<file path="config.mk">
export PLATFORM = sky130hd
export DESIGN_NAME = power_on_reset_sequencer
export DESIGN_NICKNAME = d
export VERILOG_FILES = /design/src/delay_timer.v /design/src/power_on_reset_sequencer.v
export VERILOG_INCLUDE_DIRS = /design/src
export SDC_FILE = /design/constraint.sdc
export NUM_CORES = 1
export LEC_CHECK = 0
export BUFFER_PORTS_ARGS = -buffer_cell sky130_fd_sc_hd__buf_2
export CAP_MARGIN = 40
export CORE_ASPECT_RATIO = 0.75
export CORE_MARGIN = 2
export CORE_UTILIZATION = 40
export CTS_CLUSTER_DIAMETER = 200
export DETAILED_ROUTE_END_ITERATION = 7
export SYNTH_ARGS = -nofsm -noshare
export SYNTH_HDL_FRONTEND = slang
export SYNTH_SLANG_ARGS = --single-unit
</file>
<file path="constraint.sdc">
create_clock -name clk_i -period 8.4 [get_ports clk_i]
set_input_delay 1.26 -clock clk_i [delete_from_list [all_inputs] [get_ports clk_i]]
set_output_delay 1.26 -clock clk_i [all_outputs]
set_load 0.01 [all_outputs]
</file>
<file path="src/por_seq_defs.vh">
// Constants for the power-on reset sequencer: timing, counter width.
// Assumes a 10 MHz free-running timebase clock on clk_i.
// Functional notes
// Start power-up only once supply is above the startup threshold.
// Supply below shutdown threshold shuts down every unit, audio path included.
// Supply above startup for over 5 ms enables the charge pump.
// After further 5 ms settle, pulse internal reset to enable the core.
// Sequence start disables audio and asynchronously defaults all config registers.
// Order: regulators, charge pump, core clock feed, then ROM application start.
// After a supply dip, rerun the full sequence once supply requalifies.
// Delay counters run on a free timebase; clear on supply loss.
`ifndef POR_SEQ_DEFS_VH
`define POR_SEQ_DEFS_VH
// Counter width holds the longer of the two waits
`define CNT_W 17
// 50001 cycles of the 100 ns timebase: strictly more than 5 ms of good supply
`define STAB_CYCLES 17'h0C351
// 50000 cycles: 5 ms for the charge pump to settle
`define SETTLE_CYCLES 17'h0C350
// Core reset low time in cycles before release
`define RST_PULSE_CYCLES 3'h4
`endif

</file>
<file path="src/delay_timer.v">
// Cycle counter that flags when a loaded count has elapsed.
// Assumes a free-running clock; restart clears and reloads.
`timescale 1ns/1ps
`include "por_seq_defs.vh"
module delay_timer
(
	input wire clk_i,
	input wire rst_b_i,
	input wire run_i,
	input wire [`CNT_W-1:0] limit_i,
	output wire done_o
);
	reg [`CNT_W-1:0] count_reg;
	reg [`CNT_W-1:0] count_next;

	always @*
	begin
		count_next = count_reg;
		if (!run_i)
			count_next = {`CNT_W{1'b0}};
		else if (count_reg < limit_i)
			count_next = count_reg + {{(`CNT_W-1){1'b0}}, 1'b1};
	end

	always @(posedge clk_i)
	begin
		if (!rst_b_i)
			count_reg <= {`CNT_W{1'b0}};
		else
			count_reg <= count_next;
	end

	// Registered count against limit decides done, so the caller may gate run with done without a loop
	assign done_o = (count_reg >= limit_i);
endmodule

</file>
<file path="src/power_on_reset_sequencer.v">
// Power-on reset sequencer and brown-out supervisor.
// Assumes supply comparator outputs are synchronous to the free-running clk_i.
// Assumes consumers of config_rst_b_o apply it as an asynchronous reset level.
`timescale 1ns/1ps
`include "por_seq_defs.vh"
module power_on_reset_sequencer
(
	input wire clk_i,
	input wire rst_b_i,
	input wire supply_above_startup_i,
	input wire supply_below_shutdown_i,
	output reg regulator_en_o,
	output reg charge_pump_en_o,
	output reg core_rst_b_o,
	output reg config_rst_b_o,
	output reg core_clock_feed_en_o,
	output reg rom_start_o,
	output reg audio_en_o,
	output reg units_en_o
);
	// State codes; an illegal code falls to the default branch and back to off
	localparam [2:0] ST_OFF = 3'h0;
	localparam [2:0] ST_QUAL = 3'h1;
	localparam [2:0] ST_PUMP = 3'h2;
	localparam [2:0] ST_RESET = 3'h3;
	localparam [2:0] ST_CLOCK = 3'h4;
	localparam [2:0] ST_RUN = 3'h5;

	reg [2:0] state_reg;
	reg [2:0] state_next;
	reg [2:0] pulse_reg;
	reg [2:0] pulse_next;
	reg [`CNT_W-1:0] limit;
	reg timer_run;
	reg shutdown_req;
	// Stage levels decoded from the state about to be entered
	reg reg_stage_next;
	reg pump_stage_next;
	reg core_stage_next;
	reg run_stage_next;
	wire timer_done;

	delay_timer delay_timer_inst
	(
		.clk_i(clk_i),
		.rst_b_i(rst_b_i),
		.run_i(timer_run),
		.limit_i(limit),
		.done_o(timer_done)
	);

	// Brown-out wins over every other transition
	always @*
	begin
		shutdown_req = supply_below_shutdown_i;
	end

	// Each wait is timed from its own start: the timer is held clear outside a wait,
	// so the next wait never inherits a count from the one before
	always @*
	begin
		timer_run = 1'b0;
		limit = `STAB_CYCLES;
		case (state_reg)
			ST_QUAL:
			begin
				timer_run = supply_above_startup_i && !supply_below_shutdown_i;
			end
			ST_PUMP:
			begin
				timer_run = !supply_below_shutdown_i;
				limit = `SETTLE_CYCLES;
			end
			default:
			begin
				timer_run = 1'b0;
			end
		endcase
		// Leaving a wait clears the count on that same edge
		if (state_next != state_reg)
			timer_run = 1'b0;
	end

	// Next state
	always @*
	begin
		state_next = state_reg;
		if (shutdown_req)
			state_next = ST_OFF;
		else
		begin
			case (state_reg)
				ST_OFF:
				begin
					if (supply_above_startup_i)
						state_next = ST_QUAL;
				end
				ST_QUAL:
				begin
					// Supply must stay above startup the whole wait, else start over
					if (!supply_above_startup_i)
						state_next = ST_OFF;
					else if (timer_done)
						state_next = ST_PUMP;
				end
				ST_PUMP:
				begin
					if (timer_done)
						state_next = ST_RESET;
				end
				ST_RESET:
				begin
					if (pulse_reg == `RST_PULSE_CYCLES - 3'h1)
						state_next = ST_CLOCK;
				end
				ST_CLOCK:
				begin
					state_next = ST_RUN;
				end
				ST_RUN:
				begin
					// Stays here until a brown-out; the shutdown branch takes it out
					state_next = ST_RUN;
				end
				default:
				begin
					state_next = ST_OFF;
				end
			endcase
		end
	end

	// Core reset low time: counts only in the reset state, cleared elsewhere
	always @*
	begin
		pulse_next = 3'h0;
		if (state_reg == ST_RESET && pulse_reg != `RST_PULSE_CYCLES - 3'h1)
			pulse_next = pulse_reg + 3'h1;
		else if (state_reg == ST_RESET)
			pulse_next = pulse_reg;
	end

	// State and pulse counter share one synchronous reset
	always @(posedge clk_i)
	begin
		if (!rst_b_i)
		begin
			state_reg <= ST_OFF;
			pulse_reg <= 3'h0;
		end
		else
		begin
			state_reg <= state_next;
			pulse_reg <= pulse_next;
		end
	end

	// Decoded from the next state so the pins move on the same edge as the state
	always @*
	begin
		reg_stage_next = 1'b0;
		pump_stage_next = 1'b0;
		core_stage_next = 1'b0;
		run_stage_next = 1'b0;
		case (state_next)
			ST_OFF:
			begin
				reg_stage_next = 1'b0;
			end
			ST_QUAL:
			begin
				reg_stage_next = 1'b1;
			end
			ST_PUMP, ST_RESET:
			begin
				reg_stage_next = 1'b1;
				pump_stage_next = 1'b1;
			end
			ST_CLOCK:
			begin
				reg_stage_next = 1'b1;
				pump_stage_next = 1'b1;
				core_stage_next = 1'b1;
			end
			ST_RUN:
			begin
				reg_stage_next = 1'b1;
				pump_stage_next = 1'b1;
				core_stage_next = 1'b1;
				run_stage_next = 1'b1;
			end
			default:
			begin
				reg_stage_next = 1'b0;
			end
		endcase
	end

	// Registered so the pins never glitch while the state decode settles
	always @(posedge clk_i)
	begin
		if (!rst_b_i)
		begin
			regulator_en_o <= 1'b0;
			charge_pump_en_o <= 1'b0;
			core_rst_b_o <= 1'b0;
			config_rst_b_o <= 1'b0;
			core_clock_feed_en_o <= 1'b0;
			rom_start_o <= 1'b0;
			audio_en_o <= 1'b0;
			units_en_o <= 1'b0;
		end
		else
		begin
			regulator_en_o <= reg_stage_next;
			charge_pump_en_o <= pump_stage_next;
			core_rst_b_o <= core_stage_next;
			// Consumers apply this level asynchronously; it is low until the core reset is released
			config_rst_b_o <= core_stage_next;
			core_clock_feed_en_o <= core_stage_next;
			rom_start_o <= run_stage_next;
			// Audio stays off until the ROM application runs, and drops with any shutdown
			audio_en_o <= run_stage_next;
			units_en_o <= run_stage_next;
		end
	end
endmodule

</file>
==> flow_metrics.env <==
export IMPL_synth_cell_type_count=49
export IMPL_utilization_pct=43.97
export IMPL_async_reset_ff_share_pct=0
export IMPL_cts_repair_resized=0
export IMPL_yosys_area_top_type="dfxtp_1"
export IMPL_largest_reg_flops=17
export IMPL_setup_tns_ns=0
export IMPL_path_clk_slew_ns=0.10
export IMPL_hold_violations=0
export IMPL_outcome="finished, final reports clean"
export IMPL_netlist_top_cells_count="27 x dfxtp_1, 12 x xnor2_1, 10 x nor2_1"
export IMPL_final_nets=185
export IMPL_yosysSeqAreaShare_pct=32.80
export IMPL_dp_hpwl_um=2545
export IMPL_routed_wl_um=3484
export IMPL_drv_slew=0
export IMPL_grt_pass1_wl_um=6168
export IMPL_tightestPinTransition_ns=0.7919
export IMPL_antenna_found_initial=0
export IMPL_period_minus_slack_ns=3.409
export IMPL_synthMostInstantiatedCell="dfxtp_1"
export IMPL_p_leak_nw=0.5444
export IMPL_fp_row_count=20
export IMPL_fmax_mhz=293.4
export IMPL_skew_ns=0.009298
export IMPL_start_kind="flip-flop"
export IMPL_peakVddDrop_mv=0.06152
export IMPL_port_buffers=11
export IMPL_max_stage_delay_ns=0.69
export IMPL_grt_max_degree=20
export IMPL_syn_area_um2=1648
export IMPL_cts_root_buf="clkbuf_8"
export IMPL_cp_required_ns=8.57
export IMPL_synth_area_per_cell_um2=9.580
export IMPL_initial_utilization_pct=41.16
export IMPL_synth_edf_count=0
export IMPL_worstSetupEndpointType="flip-flop"
export IMPL_fin_crit_sh_pct=40.58
export IMPL_first_global_vias=1270
export IMPL_grt_setup_unrepaired="no"
export IMPL_io_pins=12
export IMPL_synth_seq_cells=27
export IMPL_use_met1_pct=24.14
export IMPL_setup_violations_final=0
export IMPL_crit_type="reg2reg"
export IMPL_grt_use_met3_pct=3.963
export IMPL_path_max_fanout=19
export IMPL_first_iter_violations=63
export IMPL_path_cells="clkinv_1 -> nand2_1 -> ha_1 -> or4b_1 -> or2_1 -> a21oi_2 -> a32oi_2 -> buf_8 -> a2111oi_1"
export IMPL_htree_levels=1
export IMPL_ys_warn_count=0
export IMPL_maxCapViolations=0
export IMPL_worstPathArrival_ns=3.58
export IMPL_max_slew_margin_pct=46.88
export IMPL_fillerInstances=399
export IMPL_grtUsageMet2_pct=25.99
export IMPL_antenna_cells=0
export IMPL_clkSinkCount=27
export IMPL_min_path_type="reg2reg"
export IMPL_drive_gt1_share_pct=19.89
export IMPL_ys_flop_type="dfxtp_1"
export IMPL_busiest_layer="met2"
export IMPL_via_per_inst=5.779
export IMPL_ant_nets=0
export IMPL_die_w_um=78.12
export IMPL_gp_congestion=0.8379
export IMPL_syn_to_final_growth_pct=6.834
export IMPL_die_h_um=59.59
export IMPL_clkLatencyLatePin_ns=0.28
export IMPL_cp_slowest_cell="clkinv_1"
export IMPL_tritoncts="built"
export IMPL_dieArea_um2=4654
export IMPL_ys_top_cells_by_area="dfxtp_1 33%, a2111oi_2 7.3%, xnor2_1 6.4%"
export IMPL_numCtsBuffers=3
export IMPL_drc=0
export IMPL_core_area_um2=4004
export IMPL_overflow=0
export IMPL_grt_usage_pct=16.83
export IMPL_postSynthCellCount=172
export IMPL_postCtsHoldBufs=0
export IMPL_synth_nets=180
export IMPL_wl_per_cell_um=15.08
export IMPL_dr_total_vias=1335
export IMPL_synth_top_cell_area_share_pct=32.80
export IMPL_power_density_nw_per_um2=127.5
export IMPL_cts_max_path_buffers=2
export IMPL_first_pass_iters=4
export IMPL_cts_setup_buffers=0
## per-stage QoR
| step | power (mW) | cells | area, um^2 | setup slack, ns | hold WS [ns] |
|---|---|---|---|---|---|
| after CTS | 0.2253 | 230 | 1745 | 4.915 | 0.5009 |
| final | 0.2245 | 231 | 1760 | 4.991 | 0.4941 |
| after floorplan | 0.1478 | 172 | 1648 | 5.376 | 0.4544 |
| after global routing | 0.2321 | 231 | 1760 | 4.731 | 0.5631 |
| after global placement | 0.1506 | 226 | 1700 | 5.079 | 0.4716 |
| after detailed placement | 0.1511 | 226 | 1700 | 4.985 | 0.4772 |
## critical path: cells and delay by family (launching register included)
kind	cells	cell delay (ns)
DFF	1	0.47
and+or+nand+nor	3	1.01
AOI/OAI and AO/OA	3	0.72
adders and majority gates	1	0.16
buffers and inverters	2	0.94
## report_power, final
| part | switching [mW] | internal [mW] | total (mW) |
|---|---|---|---|
| combinational | 0.0134 | 0.00540 | 0.0188 |
| sequential | 0.000948 | 0.129 | 0.130 |
| clock | 0.0419 | 0.0340 | 0.0760 |
## cell families after synthesis
family	synth area share [%]
buf+inv	6.377
other cells	0.2276
simple gates	21.26
compound gates	27.11
mux	1.215
flops	32.80
xor+xnor	7.973
fa+ha+maj	3.037
## per-layer routing
metal	vias to the layer above	share of wire [%]
met2	39	46
met3	4	5.5
li1	661	-
met5	-	0
met1	631	48
met4	0	0.98
## layout by cell type, fill, tap and decap left out, types with 3 or more instances in the layout
cell,Yosys,layout
a2111oi_2,8,8
nor3_1,5,5
dfxtp_1,27,27
inv_1,6,6
nand4_1,4,4
buf_2,0,11
nor4_1,7,7
a21oi_1,7,7
nand3_1,6,6
clkbuf_8,0,3
ha_1,4,4
a2111oi_1,6,6
xnor2_1,12,12
and3_1,4,4
nor2_1,10,10
xor2_1,3,3
nand2_1,9,9
nor2b_1,6,6
## worst paths after layout
kind | from | endpoint | slack [ns] | cells past startpoint
worst max register to register | state_reg[0] | delay_timer_inst.count_reg[4] | 4.99 | 9
worst min-delay path | pulse_reg[2] | pulse_reg[2] | 0.49 | 2
worst max-delay path | state_reg[0] | delay_timer_inst.count_reg[4] | 4.99 | 9
worst min register to register | pulse_reg[2] | pulse_reg[2] | 0.49 | 2
## area by class of cell
| class | instances | area [um^2] | share of cell area, % |
|---|---|---|---|
| well taps | 55 | 68.82 | 3.909 |
| inverters | 7 | 26.28 | 1.493 |
| multi-input cells | 125 | 1002 | 56.93 |
| clock buffers | 4 | 45.04 | 2.559 |
| repair buffers | 13 | 77.57 | 4.407 |
| flip-flops and latches | 27 | 540.5 | 30.70 |
Note: power is estimated with default switching activity, not from simulation.
